<file path="config.mk">
export PLATFORM = sky130hd
export DESIGN_NAME = hpc_host_port
export DESIGN_NICKNAME = d
export VERILOG_FILES = /design/src/verilog/hpc_pkg.sv /design/src/verilog/hpc_host_port.sv /design/src/verilog/hpc_sync.sv /design/src/verilog/hpc_addr_reg.sv
export VERILOG_INCLUDE_DIRS = /design/src /design/src/verilog
export SDC_FILE = /design/constraint.sdc
export NUM_CORES = 1
export LEC_CHECK = 0
export BUFFER_PORTS_ARGS = -buffer_cell sky130_fd_sc_hd__buf_2
export CAP_MARGIN = 15
export CELL_PAD_IN_SITES_DETAIL_PLACEMENT = 0
export CELL_PAD_IN_SITES_GLOBAL_PLACEMENT = 1
export CORE_ASPECT_RATIO = 0.6
export CORE_UTILIZATION = 47
export DETAILED_ROUTE_END_ITERATION = 12
export GPL_ROUTABILITY_DRIVEN = 0
export GPL_TIMING_DRIVEN = 0
export HOLD_SLACK_MARGIN = 0.02
export PLACE_DENSITY = 0.94
export SYNTH_ARGS = -nofsm -noshare
export SYNTH_HDL_FRONTEND = slang
export SYNTH_SLANG_ARGS = --single-unit
</file>
<file path="constraint.sdc">
create_clock -name clk_i -period 3.7 [get_ports clk_i]
set_input_delay 0.37 -clock clk_i [delete_from_list [all_inputs] [get_ports clk_i]]
set_output_delay 0.37 -clock clk_i [all_outputs]
set_load 0.02 [all_outputs]
</file>
<file path="src/verilog/hpc_regs.svh">
// Constants of the host port cycle block: offsets, fields, codes, timing
`ifndef HPC_REGS_SVH
`define HPC_REGS_SVH
// ----------------------------------------
// Access select codes
// ----------------------------------------
`define HPC_SEL_CTRL 2'h0
`define HPC_SEL_DINC 2'h1
`define HPC_SEL_ADDR 2'h2
`define HPC_SEL_DFIX 2'h3
// ----------------------------------------
// Port control register fields
// ----------------------------------------
`define HPC_CTL_HALFWORD_ORDER_BIT 0
`define HPC_CTL_HALFWORD_ORDER_BIT_MIR 8
// ----------------------------------------
// Wishbone register offsets and fields
// ----------------------------------------
`define HPC_WB_CFG 8'h00
`define HPC_WB_STAT 8'h04
`define HPC_WB_ADDRR 8'h08
`define HPC_WB_ADDRW 8'h0C
`define HPC_WB_WDATA 8'h10
`define HPC_WB_RDATA 8'h14
`define HPC_CFG_MODE32 0
`define HPC_ST_WPEND 0
`define HPC_ST_RAVAIL 1
`define HPC_ST_ABORT 2
`define HPC_ST_RWAIT 3
`define HPC_ST_HALFWORD_ORDER_BIT 4
`define HPC_RST_WORD 32'h0000_0000
// ----------------------------------------
// Timing
// ----------------------------------------
`define HPC_CLK_NS 10
`define HPC_ADDR_WAIT_NS 40
`define HPC_ADDR_WAIT_CYC ((`HPC_ADDR_WAIT_NS + `HPC_CLK_NS - 1) / `HPC_CLK_NS)
`endif

</file>
<file path="src/verilog/hpc_pkg.sv">
// Types shared by the host port cycle block
package hpc_pkg;
    typedef enum logic [1:0] {
        HPC_IDLE = 2'b00,
        HPC_BUSY = 2'b01,
        HPC_READY = 2'b10
    } hpc_state_t;

    typedef enum logic [1:0] {
        HPC_W_ADDR = 2'b00,
        HPC_W_RD = 2'b01,
        HPC_W_WR = 2'b10
    } hpc_wait_t;

    typedef struct packed {
        logic [1:0] sel;
        logic dir;
        logic hw;
    } hpc_ctl_t;

    typedef struct packed {
        logic cs_n;
        logic ds_a;
        logic ds_b;
        logic as_n;
        hpc_ctl_t ctl;
        logic [31:0] data;
    } hpc_pins_t;
endpackage : hpc_pkg

</file>
<file path="src/verilog/hpc_host_port.sv">
// Host port cycle decode, control latching, halfword sequencing and ready
`include "hpc_regs.svh"
module hpc_host_port import hpc_pkg::*; #(
    parameter int DATA_W = 32,
    parameter int TMR_W = 4
) (
    input wire logic clk_i,
    input wire logic rst_i,
    input wire logic port_select_n_i,
    input wire logic data_strobe_a_i,
    input wire logic data_strobe_b_i,
    input wire logic address_latch_n_i,
    input wire logic [1:0] access_select_i,
    input wire logic direction_select_i,
    input wire logic halfword_identifier_i,
    input wire logic [DATA_W-1:0] host_data_bus_i,
    output logic [DATA_W-1:0] host_data_bus_o,
    output logic host_data_bus_oe_o,
    output logic ready_n_o,
    input wire logic wb_cyc_i,
    input wire logic wb_stb_i,
    input wire logic wb_we_i,
    input wire logic [7:0] wb_adr_i,
    input wire logic [3:0] wb_sel_i,
    input wire logic [31:0] wb_dat_i,
    output logic [31:0] wb_dat_o,
    output logic wb_ack_o
);
    if (DATA_W != 32) begin : g_chk_w
        $error("hpc_host_port: DATA_W must be 32");
    end
    if (`HPC_ADDR_WAIT_CYC >= 2 ** TMR_W) begin : g_chk_t
        $error("hpc_host_port: TMR_W too small");
    end

    function automatic logic [31:0] hpc_bmask(input logic [31:0] o, input logic [31:0] n,
                                              input logic [3:0] s);
        logic [31:0] r;
        r = o;
        for (int i = 0; i < 4; i++) begin
            if (s[i]) begin
                r[i*8 +: 8] = n[i*8 +: 8];
            end
        end
        return r;
    endfunction : hpc_bmask

    // Upper half is selected when identifier and order bit differ
    function automatic logic hpc_upper(input logic hw, input logic halfword_order_bit);
        return hw ^ halfword_order_bit;
    endfunction : hpc_upper

    // ----------------------------------------
    // Pin synchronisation and strobes
    // ----------------------------------------
    hpc_pins_t pin_raw;
    hpc_pins_t pin_s;
    logic stb_n_s;
    logic stb_fall;
    logic stb_rise;
    logic as_fall;
    hpc_ctl_t cur;

    assign pin_raw = '{cs_n: port_select_n_i, ds_a: data_strobe_a_i, ds_b: data_strobe_b_i,
                       as_n: address_latch_n_i,
                       ctl: '{sel: access_select_i, dir: direction_select_i, hw: halfword_identifier_i},
                       data: host_data_bus_i};

    hpc_sync #(.W($bits(hpc_pins_t)), .RST_VAL({4'hF, 4'h0, 32'h0000_0000})) u_sync (
        .clk_i(clk_i),
        .rst_i(rst_i),
        .d_i(pin_raw),
        .q_o(pin_s)
    );

    // Strobe is active low; XNOR suits either strobe polarity
    assign stb_n_s = ~(pin_s.ds_a ^ pin_s.ds_b) | pin_s.cs_n;

    // ----------------------------------------
    // Host cycle state
    // ----------------------------------------
    hpc_state_t state_q, state_d;
    hpc_wait_t kind_q, kind_d;
    hpc_ctl_t ctl_q, ctl_d;
    hpc_ctl_t cyc_q, cyc_d;
    logic stb_prev_q, stb_prev_d;
    logic as_prev_q, as_prev_d;
    logic as_hold_q, as_hold_d;
    logic [TMR_W-1:0] tmr_q, tmr_d;
    logic halfword_order_bit_q, halfword_order_bit_d;
    logic [31:0] wdata_q, wdata_d;
    logic [31:0] dout_q, dout_d;
    logic wpend_q, wpend_d;
    logic ravail_q, ravail_d;
    logic abort_q, abort_d;
    logic first_inc_q, first_inc_d;
    logic mode32_q, mode32_d;
    logic [31:0] rdata_q, rdata_d;
    logic [31:0] addr_r_q;
    logic [31:0] addr_w_q;
    logic a_wr, a_half, a_up, inc_r, inc_w;
    logic first, last, upper, cond_ok;
    logic [15:0] c16;
    logic [31:0] word;
    logic wb_hit, wb_wr, wb_rd;
    logic [31:0] wb_dat_d, cfg_w;

    assign as_fall = as_prev_q & ~pin_s.as_n;
    assign stb_fall = stb_prev_q & ~stb_n_s;
    assign stb_rise = ~stb_prev_q & stb_n_s;
    assign cur = as_hold_q ? ctl_q : pin_s.ctl;
    assign first = mode32_q | ~cur.hw;
    assign last = mode32_q | cyc_q.hw;
    assign upper = hpc_upper(cyc_q.hw, halfword_order_bit_q);
    assign c16 = 16'(halfword_order_bit_q) << `HPC_CTL_HALFWORD_ORDER_BIT | 16'(halfword_order_bit_q) << `HPC_CTL_HALFWORD_ORDER_BIT_MIR;
    assign wb_hit = wb_cyc_i & wb_stb_i & ~wb_ack_o;
    assign wb_wr = wb_hit & wb_we_i;
    assign wb_rd = wb_hit & ~wb_we_i;

    always_comb begin
        unique case (kind_q)
            HPC_W_ADDR: cond_ok = tmr_q == '0;
            HPC_W_RD: cond_ok = ravail_q;
            default: cond_ok = ~wpend_q;
        endcase
        unique case (cyc_q.sel)
            `HPC_SEL_CTRL: word = mode32_q ? {16'h0000, c16} : {c16, c16};
            `HPC_SEL_ADDR: word = addr_r_q;
            default: word = rdata_q;
        endcase
    end

    always_comb begin
        state_d = state_q;
        kind_d = kind_q;
        ctl_d = ctl_q;
        cyc_d = cyc_q;
        stb_prev_d = stb_n_s;
        as_prev_d = pin_s.as_n;
        as_hold_d = as_hold_q;
        tmr_d = tmr_q;
        halfword_order_bit_d = halfword_order_bit_q;
        wdata_d = wdata_q;
        wpend_d = wpend_q;
        ravail_d = ravail_q;
        abort_d = abort_q;
        first_inc_d = first_inc_q;
        a_wr = 1'b0;
        a_half = ~mode32_q;
        a_up = upper;
        inc_r = 1'b0;
        inc_w = 1'b0;
        // Full word in 32-bit mode, otherwise the selected half on both halves
        dout_d = mode32_q ? word : (upper ? {word[31:16], word[31:16]} : {word[15:0], word[15:0]});
        if (stb_rise) begin
            as_hold_d = 1'b0;
        end
        if (as_fall) begin
            ctl_d = pin_s.ctl;
            as_hold_d = 1'b1;
        end
        unique case (state_q)
            HPC_IDLE: begin
                if (stb_fall) begin
                    cyc_d = cur;
                    state_d = HPC_READY;
                    unique case (cur.sel)
                        `HPC_SEL_ADDR: begin
                            if (!cur.dir) begin
                                state_d = HPC_BUSY;
                                kind_d = HPC_W_ADDR;
                                tmr_d = TMR_W'(`HPC_ADDR_WAIT_CYC);
                            end
                        end
                        `HPC_SEL_DFIX, `HPC_SEL_DINC: begin
                            if (!cur.dir && wpend_q) begin
                                state_d = HPC_BUSY;
                                kind_d = HPC_W_WR;
                            end else if (cur.dir && first &&
                                         (cur.sel == `HPC_SEL_DFIX || first_inc_q)) begin
                                state_d = HPC_BUSY;
                                kind_d = HPC_W_RD;
                                ravail_d = 1'b0;
                            end
                        end
                        default: state_d = HPC_READY;
                    endcase
                end
            end
            HPC_BUSY, HPC_READY: begin
                if (state_q == HPC_BUSY && tmr_q != '0) begin
                    tmr_d = tmr_q - TMR_W'(1);
                end
                if (state_q == HPC_BUSY && cond_ok) begin
                    state_d = HPC_READY;
                end
                if (stb_rise) begin
                    state_d = HPC_IDLE;
                    if (state_q == HPC_BUSY) begin
                        abort_d = 1'b1;
                    end
                    if (!cyc_q.dir) begin
                        unique case (cyc_q.sel)
                            `HPC_SEL_CTRL: halfword_order_bit_d = pin_s.data[`HPC_CTL_HALFWORD_ORDER_BIT];
                            `HPC_SEL_ADDR: begin
                                a_wr = 1'b1;
                                first_inc_d = first_inc_q | last;
                            end
                            default: begin
                                if (mode32_q) begin
                                    wdata_d = pin_s.data;
                                end else if (upper) begin
                                    wdata_d[31:16] = pin_s.data[15:0];
                                end else begin
                                    wdata_d[15:0] = pin_s.data[15:0];
                                end
                                wpend_d = wpend_q | last;
                                inc_w = last && cyc_q.sel == `HPC_SEL_DINC;
                            end
                        endcase
                    end else if (cyc_q.sel[0] && last) begin
                        ravail_d = 1'b0;
                        inc_r = cyc_q.sel == `HPC_SEL_DINC;
                        if (cyc_q.sel == `HPC_SEL_DINC) begin
                            first_inc_d = 1'b0;
                        end
                    end
                end
            end
            default: state_d = HPC_IDLE;
        endcase
        // Software side clears lose to a host set in the same cycle
        if (wb_rd && wb_adr_i == `HPC_WB_WDATA &&
            !(stb_rise && state_q != HPC_IDLE && !cyc_q.dir && cyc_q.sel[0] && last)) begin
            wpend_d = 1'b0;
        end
        if (wb_wr && wb_adr_i == `HPC_WB_STAT && wb_sel_i[0] && wb_dat_i[`HPC_ST_ABORT] &&
            !(stb_rise && state_q == HPC_BUSY)) begin
            abort_d = 1'b0;
        end
        if (wb_wr && wb_adr_i == `HPC_WB_RDATA) begin
            ravail_d = 1'b1;
        end
    end

    always_ff @(posedge clk_i) begin
        if (rst_i) begin
            state_q <= HPC_IDLE;
            kind_q <= HPC_W_ADDR;
            ctl_q <= '0;
            cyc_q <= '0;
            stb_prev_q <= 1'b1;
            as_prev_q <= 1'b1;
            as_hold_q <= 1'b0;
            tmr_q <= '0;
            halfword_order_bit_q <= 1'b0;
            wdata_q <= `HPC_RST_WORD;
            dout_q <= `HPC_RST_WORD;
            wpend_q <= 1'b0;
            ravail_q <= 1'b0;
            abort_q <= 1'b0;
            first_inc_q <= 1'b0;
        end else begin
            state_q <= state_d;
            kind_q <= kind_d;
            ctl_q <= ctl_d;
            cyc_q <= cyc_d;
            stb_prev_q <= stb_prev_d;
            as_prev_q <= as_prev_d;
            as_hold_q <= as_hold_d;
            tmr_q <= tmr_d;
            halfword_order_bit_q <= halfword_order_bit_d;
            wdata_q <= wdata_d;
            dout_q <= dout_d;
            wpend_q <= wpend_d;
            ravail_q <= ravail_d;
            abort_q <= abort_d;
            first_inc_q <= first_inc_d;
        end
    end

    // Single address register mode: an address write loads both
    hpc_addr_reg #(.W(32)) u_addr_r (
        .clk_i(clk_i),
        .rst_i(rst_i),
        .wr_i(a_wr),
        .half_i(a_half),
        .upper_i(a_up),
        .wd_i(pin_s.data),
        .inc_i(inc_r),
        .q_o(addr_r_q)
    );
    hpc_addr_reg #(.W(32)) u_addr_w (
        .clk_i(clk_i),
        .rst_i(rst_i),
        .wr_i(a_wr),
        .half_i(a_half),
        .upper_i(a_up),
        .wd_i(pin_s.data),
        .inc_i(inc_w),
        .q_o(addr_w_q)
    );

    assign host_data_bus_o = dout_q;
    assign host_data_bus_oe_o = state_q == HPC_READY && cyc_q.dir;
    // Raw select gates ready so deselect acts without sync delay
    assign ready_n_o = state_q == HPC_BUSY && !port_select_n_i;

    // ----------------------------------------
    // Wishbone slave
    // ----------------------------------------
    always_comb begin
        mode32_d = mode32_q;
        rdata_d = rdata_q;
        wb_dat_d = wb_dat_o;
        cfg_w = hpc_bmask(32'(mode32_q) << `HPC_CFG_MODE32, wb_dat_i, wb_sel_i);
        if (wb_wr && wb_adr_i == `HPC_WB_CFG) begin
            mode32_d = cfg_w[`HPC_CFG_MODE32];
        end
        if (wb_wr && wb_adr_i == `HPC_WB_RDATA) begin
            rdata_d = hpc_bmask(rdata_q, wb_dat_i, wb_sel_i);
        end
        if (wb_rd) begin
            unique case (wb_adr_i)
                `HPC_WB_CFG: wb_dat_d = 32'(mode32_q) << `HPC_CFG_MODE32;
                `HPC_WB_STAT: wb_dat_d = 32'(wpend_q) << `HPC_ST_WPEND | 32'(ravail_q) << `HPC_ST_RAVAIL
                    | 32'(abort_q) << `HPC_ST_ABORT | 32'(state_q == HPC_BUSY && kind_q == HPC_W_RD)
                    << `HPC_ST_RWAIT | 32'(halfword_order_bit_q) << `HPC_ST_HALFWORD_ORDER_BIT;
                `HPC_WB_ADDRR: wb_dat_d = addr_r_q;
                `HPC_WB_ADDRW: wb_dat_d = addr_w_q;
                `HPC_WB_WDATA: wb_dat_d = wdata_q;
                `HPC_WB_RDATA: wb_dat_d = rdata_q;
                default: wb_dat_d = `HPC_RST_WORD;
            endcase
        end
    end

    always_ff @(posedge clk_i) begin
        if (rst_i) begin
            wb_ack_o <= 1'b0;
            wb_dat_o <= `HPC_RST_WORD;
            mode32_q <= 1'b0;
            rdata_q <= `HPC_RST_WORD;
        end else begin
            wb_ack_o <= wb_hit;
            wb_dat_o <= wb_dat_d;
            mode32_q <= mode32_d;
            rdata_q <= rdata_d;
        end
    end
endmodule : hpc_host_port

</file>
<file path="src/verilog/hpc_sync.sv">
// Two-flop synchroniser for a bundle of host pins
module hpc_sync #(
    parameter int W = 40,
    parameter logic [W-1:0] RST_VAL = '1
) (
    input wire logic clk_i,
    input wire logic rst_i,
    input wire logic [W-1:0] d_i,
    output logic [W-1:0] q_o
);
    logic [W-1:0] s1_q;
    logic [W-1:0] s1_d;
    logic [W-1:0] s2_d;

    always_comb begin
        s1_d = rst_i ? RST_VAL : d_i;
        s2_d = rst_i ? RST_VAL : s1_q;
    end

    always_ff @(posedge clk_i) begin
        s1_q <= s1_d;
        q_o <= s2_d;
    end
endmodule : hpc_sync

</file>
<file path="src/verilog/hpc_addr_reg.sv">
// Halfword-loadable address register with post-increment
module hpc_addr_reg #(
    parameter int W = 32
) (
    input wire logic clk_i,
    input wire logic rst_i,
    input wire logic wr_i,
    input wire logic half_i,
    input wire logic upper_i,
    input wire logic [W-1:0] wd_i,
    input wire logic inc_i,
    output logic [W-1:0] q_o
);
    localparam int H = W / 2;
    logic [W-1:0] q_d;

    if (W % 2 != 0 || W < 2) begin : g_chk
        $error("hpc_addr_reg: W must be even");
    end

    always_comb begin
        q_d = q_o;
        if (wr_i && !half_i) begin
            q_d = wd_i;
        end else if (wr_i && upper_i) begin
            q_d[W-1:H] = wd_i[H-1:0];
        end else if (wr_i) begin
            q_d[H-1:0] = wd_i[H-1:0];
        end else if (inc_i) begin
            q_d = q_o + W'(1);
        end
    end

    always_ff @(posedge clk_i) begin
        if (rst_i) begin
            q_o <= '0;
        end else begin
            q_o <= q_d;
        end
    end
endmodule : hpc_addr_reg

</file>
---- Word level (Yosys, flattened, before mapping) ----
Cells that the tools add are included.
word-level totals
  bits in registers ....................... 298
  output and inout port bits .............. 67
  input bits .............................. 89
  word-level logic and storage cells ...... 236
cells by class
  add/sub/neg operators ................... 3
  muxes and demuxes ....................... 66
  equality and inequality tests ........... 32
  reduce and logical (&&, ||, !) cells .... 73
  bitwise logic cells ..................... 29
operator list
  cell                                                 count
  two-way mux 32 bit                                   7
  one-hot mux 32 bit (6 select lines)                  1
  two-way mux 16 bit                                   10
  adder 32 x 1 -> 32 bit, second input constant        2
  one-hot mux 32 bit (2 select lines)                  1
  != test 3 bit, second input constant                 9
  two-way mux 1 bit                                    26
  logical AND 1 bit                                    25
  two-way mux 25 bit                                   1
  AND reduction 5 bit                                  5
  AND reduction 2 bit                                  11
  two-way mux 4 bit                                    5
  two-way mux 2 bit                                    9
  equality test 8 x 4 -> 1 bit, second input constant  2
  equality test 8 x 5 -> 1 bit, second input constant  2
  nonzero test 3 bit                                   5
  one-hot mux 2 bit (2 select lines)                   3
  nonzero test 2 bit                                   6
  != test 2 bit, second input constant                 5
  NOT 1 bit                                            10
  OR reduction 2 bit                                   5
  OR 1 x 9 -> 9 bit                                    1
  equality test 2 x 1 -> 1 bit, second input constant  4
  equality test 2 bit, second input constant           4
  other kinds (22)                                     44

---- Logic depth before layout (Yosys ltp) ----
  depth after elaboration ................. 11
  mapped depth ............................ 10
  mapped depth without buffers ............ 8

---- By module ----
A second synthesis with hierarchy kept.
unflattened totals
  cell total of the unflattened synthesis .. 1,632
  area, all modules ....................... 14,300.0 sq um
modules (own cells, without submodules)
  module                    cells an instance  seq. area each (sq um)  area each (sq um)  times used
  hpc_host_port             815                3,083.0                 7,327.0            1
  hpc_addr_reg at u_addr_w  326                640.6                   2,441.1            1
  hpc_addr_reg at u_addr_r  323                640.6                   2,383.5            1
  hpc_sync                  168                1,601.5                 2,148.3            1

---- Worst setup path before layout ----
No wires, ideal clock.
  path kind ............................... flip-flop to flip-flop
  start ................................... reg state_q[0]
  end ..................................... reg wdata_q[10]
  data required time ...................... 3.572 ns
  data arrival time ....................... 2.185 ns
  period minus slack after synthesis ...... 2.313 ns
  setup time .............................. 0.128 ns
  setup slack ............................. 1.387 ns
  path buffers ............................ 2
  cell stages (with the launch flop) ...... 10
  cell sequence ........................... dfxtp_1 -> inv_1 -> ha_1 -> nand2b_1 -> a211oi_1 -> and3_1 -> buf_2 -> buf_2 -> mux2i_1 -> nor2_1
on the way
  longest elaborated chain between the ends .. 3
  elaborated cells between the ends (all ways) .. 4
  those cells by class .................... eq/ne: 2; reduce/logical: 2
RTL lines
  what                                                                 line                  RTL
  start: declaration                                                   hpc_host_port.sv:82   hpc_state_t state_q, state_d;
  start signal: assignment                                             hpc_host_port.sv:264  state_q <= state_d;
  equality test 2 x 1 -> 1 bit or equality test 2 bit (tied branches)  hpc_host_port.sv:162  unique case (state_q)
  OR reduction 2 bit (*)                                               hpc_host_port.sv:162
  AND reduction 5 bit (no line) (*)                                    -
  end signal: assignment                                               hpc_host_port.sv:257  wdata_q <= `HPC_RST_WORD;
  end signal: assignment                                               hpc_host_port.sv:273  wdata_q <= wdata_d;
  end: declaration                                                     hpc_host_port.sv:91   logic [31:0] wdata_q, wdata_d;
Mark *: on every way between the ends. The rest lies on a longest branch, timed or not.
A chain may end at the register's enable or synchronous reset.

---- Worst setup path in the final report ----
  start ................................... reg state_q[1]
  end ..................................... reg u_addr_r.q_o[23]
on the way
  longest elaborated chain between the ends .. 6
  elaborated cells between the ends (all ways) .. 12
  those cells by class .................... eq/ne: 3; mux: 4; reduce/logical: 5
RTL lines
  what                                                                 line                                    RTL
  equality test 2 x 1 -> 1 bit or equality test 2 bit (tied branches)  hpc_host_port.sv:162
  OR reduction 2 bit (*)                                               hpc_host_port.sv:162
  two-way mux 1 bit                                                    hpc_host_port.sv:162
  logical AND 1 bit (on tied branches)                                 hpc_addr_reg.sv:25, hpc_addr_reg.sv:23
  != test 3 bit (no line), or another cell as far along                -
  AND reduction 2 bit (no line) or two-way mux 32 bit (tied branches)  -
  end signal: assignment                                               hpc_addr_reg.sv:38                      q_o <= q_d;
  end: declaration                                                     hpc_addr_reg.sv:12                      output logic [W-1:0] q_o
Marked as above.

==> key figures <==
Outcome
  • Status: complete, no violations

Worst setup path
  • Start point of the critical path: state_q[1]$_SDFFE_PP0P_
  • Worst R2R Start: state_q[1]$_SDFFE_PP0P_
  • Crit end category: flip-flop
  • CP Data Required Time: 4.19 ns
  • End point of the critical path: u_addr_r.q_o[23]$_SDFFE_PP0P_
  • Launching element type of the critical path: flip-flop
  • Maximum fanout encountered on the critical timing path: 10
  • Category of the most critical setup path: flip-flop to flip-flop
  • Register-to-register setup slack: 0.13 ns
  • Length in cells of the worst reg-to-reg path: 10
  • Reg-to-Reg End: u_addr_r.q_o[23]$_SDFFE_PP0P_
  • Worst Path Arrival: 4.07 ns

STA
  • Max transition margin: 0.2246
  • Slew at the pin closest to its max-slew limit: 1.158 ns
  • Final worst path period share: 0.9655
  • Setup tns final: 0 ns
  • Final setup violation count: 0
  • Setup repair after global routing missed its margin: no
  • Highest Clock Rate: 279.9 MHz
  • Setup Skew: 0.02638 ns
  • Post-layout min period: 3.573 ns
  • Hold Fails Final Rpt: 0
  • Final Max Tran Viols: 0

Power and ir drop
  • Sequential share of power: 0.486
  • Final Power: 6.845 mW
  • Cell leakage power: 5.530 nW
  • Clk network pwr share: 0.462
  • Sw Ratio: 0.2389
  • Combinational group share of total power: 0.053
  • Design internal power: 5.209 mW
  • Peak supply drop: 0.2789 mV
  • Power density of the placed cells: 429.8 nW/um^2
  • Net switching component of the power: 1.635 mW

CTS
  • H-tree levels: 1
  • Root buffer cell: sky130_fd_sc_hd__clkbuf_16
  • Hold buffer count at CTS: 31
  • Longest Clk Path Bufs: 3
  • Clock latency of the later-clocked register in the worst-skew pair: 0.59 ns
  • Post-CTS clock slew at the launch and capture registers of the worst setup and hold paths: 0.07 ns
  • Postcts setup bufs: 0
  • TritonCTS Buffers: 28
  • Clock tree sinks: 298
  • CTS-repair resized insts: 0
  • Clock tree from TritonCTS: built

Synth
  • Count of flip-flops with a built-in enable after synthesis: 0
  • Post-synthesis instance area: 13380 um^2
  • Share of synthesized flip-flops with an asynchronous set or reset: 0
  • Primary FF master, synth: sky130_fd_sc_hd__dfxtp_1
  • Post-synthesis cell type count: 71
  • Warnings, synthesis: 0
  • Sequential share of the synthesized area: 0.4459
  • Syn avg cell area: 8.361 um^2
  • Total of flip-flops plus latches after synthesis: 298
  • Synthesized net count: 1697
  • Number of cells produced by synthesis: 1600

Placement
  • Placed wire-length estimate after detailed placement: 40370 um
  • Port Buffer Count: 152

Detailed routing
  • Via count: 14110
  • Final routed DRC violation total: 0
  • Post-detailed-route count of antenna-violating nets: 0
  • Top layer reached by signal wires: met5
  • First-iteration detailed-routing DRC count: 2389
  • Amount of wire on met3 after detailed routing: 9907 um
  • Routed metal-1 wire length: 21500 um
  • DR pass1 iterations: 10
  • Via-to-Cell Ratio: 6.408
  • Routed wl met2: 20060 um
  • Routed wire length per instance: 24.37 um
  • Total wirelength of the detailed-routed design: 53650 um

Finish
  • Ratio of cells with drive above 1 in the final layout: 0.1292
  • P&R area growth vs syn: 19.03%
  • Net total in the final layout: 1911
  • Diodes inserted: 0

Global route
  • GRT overflow: 0
  • Largest net degree at the start of global routing: 17
  • Initial antenna violation count: 1
  • Via count of the first global-routing pass: 12850
  • GR Util All Layers: 0.3635
  • Global-route wire length before repair: 79050 um

Floorplanning
  • Width of the chip: 219.8 um
  • Initial Util: 0.4820
  • I/O pin total: 156
  • Y dimension of the die: 132.7 um
  • Total number of placement rows: 47
  • Die ar.: 29160 um^2
  • Placeable core area: 27760 um^2

Job
  • Max-cap check violation count: 0

Hold path
  • Min-Delay Path Class: primary input to flip-flop
[per-layer routing]
metal,GRT usage,vias to the layer above
met3,0.2016,209
met4,0.1046,9
met1,0.5067,6565
li1,-,6190
met2,0.4687,1138
met5,0.01167,-
[placed cells by master (no fill, tap or decap), types with 13 or more instances in the layout]
master                          Yosys  layout
sky130_fd_sc_hd__buf_2             10     162
sky130_fd_sc_hd__dlygate4sd3_1      0      31
sky130_fd_sc_hd__clkbuf_16          0      28
sky130_fd_sc_hd__a22oi_1           41      41
sky130_fd_sc_hd__a21oi_1          107     107
sky130_fd_sc_hd__a221oi_1          36      36
sky130_fd_sc_hd__nor2_1           177     177
sky130_fd_sc_hd__nand3_1           64      64
sky130_fd_sc_hd__nand2_1          170     170
sky130_fd_sc_hd__a211oi_1          53      53
sky130_fd_sc_hd__dfxtp_1          298     298
sky130_fd_sc_hd__mux2i_1           74      74
sky130_fd_sc_hd__nor3_1            26      26
sky130_fd_sc_hd__o21ai_0           97      97
sky130_fd_sc_hd__nand4_1           13      13
sky130_fd_sc_hd__inv_1             18      18
sky130_fd_sc_hd__nor2b_1           87      87
sky130_fd_sc_hd__clkbuf_1         104     107
[cells by family (layout without fill, tap and decap cells)]
logic type | count (synthesis) | in the layout | share of synthesized area
AOI/OAI and AO/OA | 438 | 438 | 0.2134
xor gates and xnor gates | 8 | 8 | 0.005238
adders and majority gates | 8 | 8 | 0.007483
buffers and inverters | 142 | 377 | 0.04078
DFF | 298 | 298 | 0.4459
muxes | 81 | 81 | 0.06210
and+or+nand+nor | 625 | 625 | 0.2250
[cells in the mapped netlist, types with 8 or more instances]
master	instances	area share
sky130_fd_sc_hd__dfxtp_1	298	0.45
sky130_fd_sc_hd__nor2_1	177	0.050
sky130_fd_sc_hd__nand2_1	170	0.048
sky130_fd_sc_hd__a21oi_1	107	0.040
sky130_fd_sc_hd__clkbuf_1	104	0.029
sky130_fd_sc_hd__o21ai_0	97	0.036
sky130_fd_sc_hd__nor2b_1	87	0.041
sky130_fd_sc_hd__mux2i_1	74	0.055
sky130_fd_sc_hd__nand3_1	64	0.024
sky130_fd_sc_hd__a211oi_1	53	0.030
sky130_fd_sc_hd__a22oi_1	41	0.023
sky130_fd_sc_hd__a221oi_1	36	0.024
sky130_fd_sc_hd__nor3_1	26	0.0097
sky130_fd_sc_hd__inv_1	18	0.0051
sky130_fd_sc_hd__nand4_1	13	0.0061
sky130_fd_sc_hd__a31oi_1	12	0.0056
sky130_fd_sc_hd__and3_1	12	0.0056
sky130_fd_sc_hd__nor4_1	12	0.0056
sky130_fd_sc_hd__o22ai_1	12	0.0056
sky130_fd_sc_hd__or3_1	12	0.0056
sky130_fd_sc_hd__buf_2	10	0.0037
sky130_fd_sc_hd__or2_2	10	0.0047
sky130_fd_sc_hd__buf_1	9	0.0025
sky130_fd_sc_hd__nand2b_1	9	0.0042
sky130_fd_sc_hd__ha_1	8	0.0075
[worst max-delay path, stage by stage (launching register included)]
cell	delay [ns]
sky130_fd_sc_hd__dfxtp_1	0.39
sky130_fd_sc_hd__inv_1	0.08
sky130_fd_sc_hd__ha_1	0.36
sky130_fd_sc_hd__nand4bb_1	0.19
sky130_fd_sc_hd__a211oi_1	0.51
sky130_fd_sc_hd__clkbuf_1	0.61
sky130_fd_sc_hd__clkbuf_1	0.59
sky130_fd_sc_hd__nand2_1	0.35
sky130_fd_sc_hd__o41ai_1	0.15
sky130_fd_sc_hd__nand2_1	0.09
sky130_fd_sc_hd__a21oi_1	0.15
[worst min-delay path by stage]
stage / slack [ns] / start / depth (start not counted) / endpoint
final: 0.02 / host_data_bus_i[8] / 2 / u_sync.s1_q[8]$_SDFF_PP0_
after global routing: 0.03 / host_data_bus_i[16] / 2 / u_sync.s1_q[16]$_SDFF_PP0_
after CTS: 0.02 / wb_dat_i[5] / 3 / rdata_q[5]$_SDFFE_PP0P_
after detailed placement: 0.40 / u_sync.s1_q[38]$_SDFF_PP1_ / 1 / u_sync.q_o[38]$_SDFF_PP1_
after global placement: 0.40 / u_sync.s1_q[36]$_SDFF_PP1_ / 1 / u_sync.q_o[36]$_SDFF_PP1_
after floorplan: 0.39 / u_sync.s1_q[36]$_SDFF_PP1_ / 1 / u_sync.q_o[36]$_SDFF_PP1_
[power groups by stage]
stage                     sequential (mW)  combinational [mW]  clock, mW
final                                3.33               0.359       3.16
after global routing                 3.32               0.386       3.29
after CTS                            3.32               0.349       3.14
after detailed placement             3.39               0.322          0
after global placement               3.39               0.316          0
after floorplan                      3.36               0.187          0
[stage by stage]
stage / hold WS [ns] / utilization / setup WS (ns) / area, um^2 / instances
floorplan: 0.3895 / - / 1.387 / 13380 / 1600
global placement: 0.3958 / 0.5259 / 0.4117 / 14600 / 2119
detailed placement: 0.3972 / 0.5263 / 0.4292 / 14610 / 2120
CTS: 0.02113 / 0.5737 / 0.4887 / 15920 / 2202
global route: 0.02568 / 0.5737 / 0.06958 / 15920 / 2202
finish: 0.02389 / 0.5737 / 0.1275 / 15920 / 2202
[flip-flops by register name, summed over array words and instances (netlist names), 2 cells and up]
register	flops
ctl_q	4
host_data_bus_o	32
wb_dat_o	32
tmr_q	4
u_sync.q_o	40
u_addr_r.q_o	32
state_q	2
u_sync.s1_q	40
u_addr_w.q_o	32
rdata_q	32
cyc_q	4
wdata_q	32
kind_q	2
[layout make-up]
class | instances | area, um^2
Fill cell | 2517 | 11830
Multi-Input combinational cell | 1160 | 6868
Sequential cell | 298 | 5966
Timing Repair Buffer | 184 | 1081
Clock buffer | 37 | 794.5
Buffer | 123 | 474.2
Tap cell | 367 | 459.2
Clock inverter | 14 | 210.2
Inverter | 19 | 71.32
(Power assumes the default switching activity.)
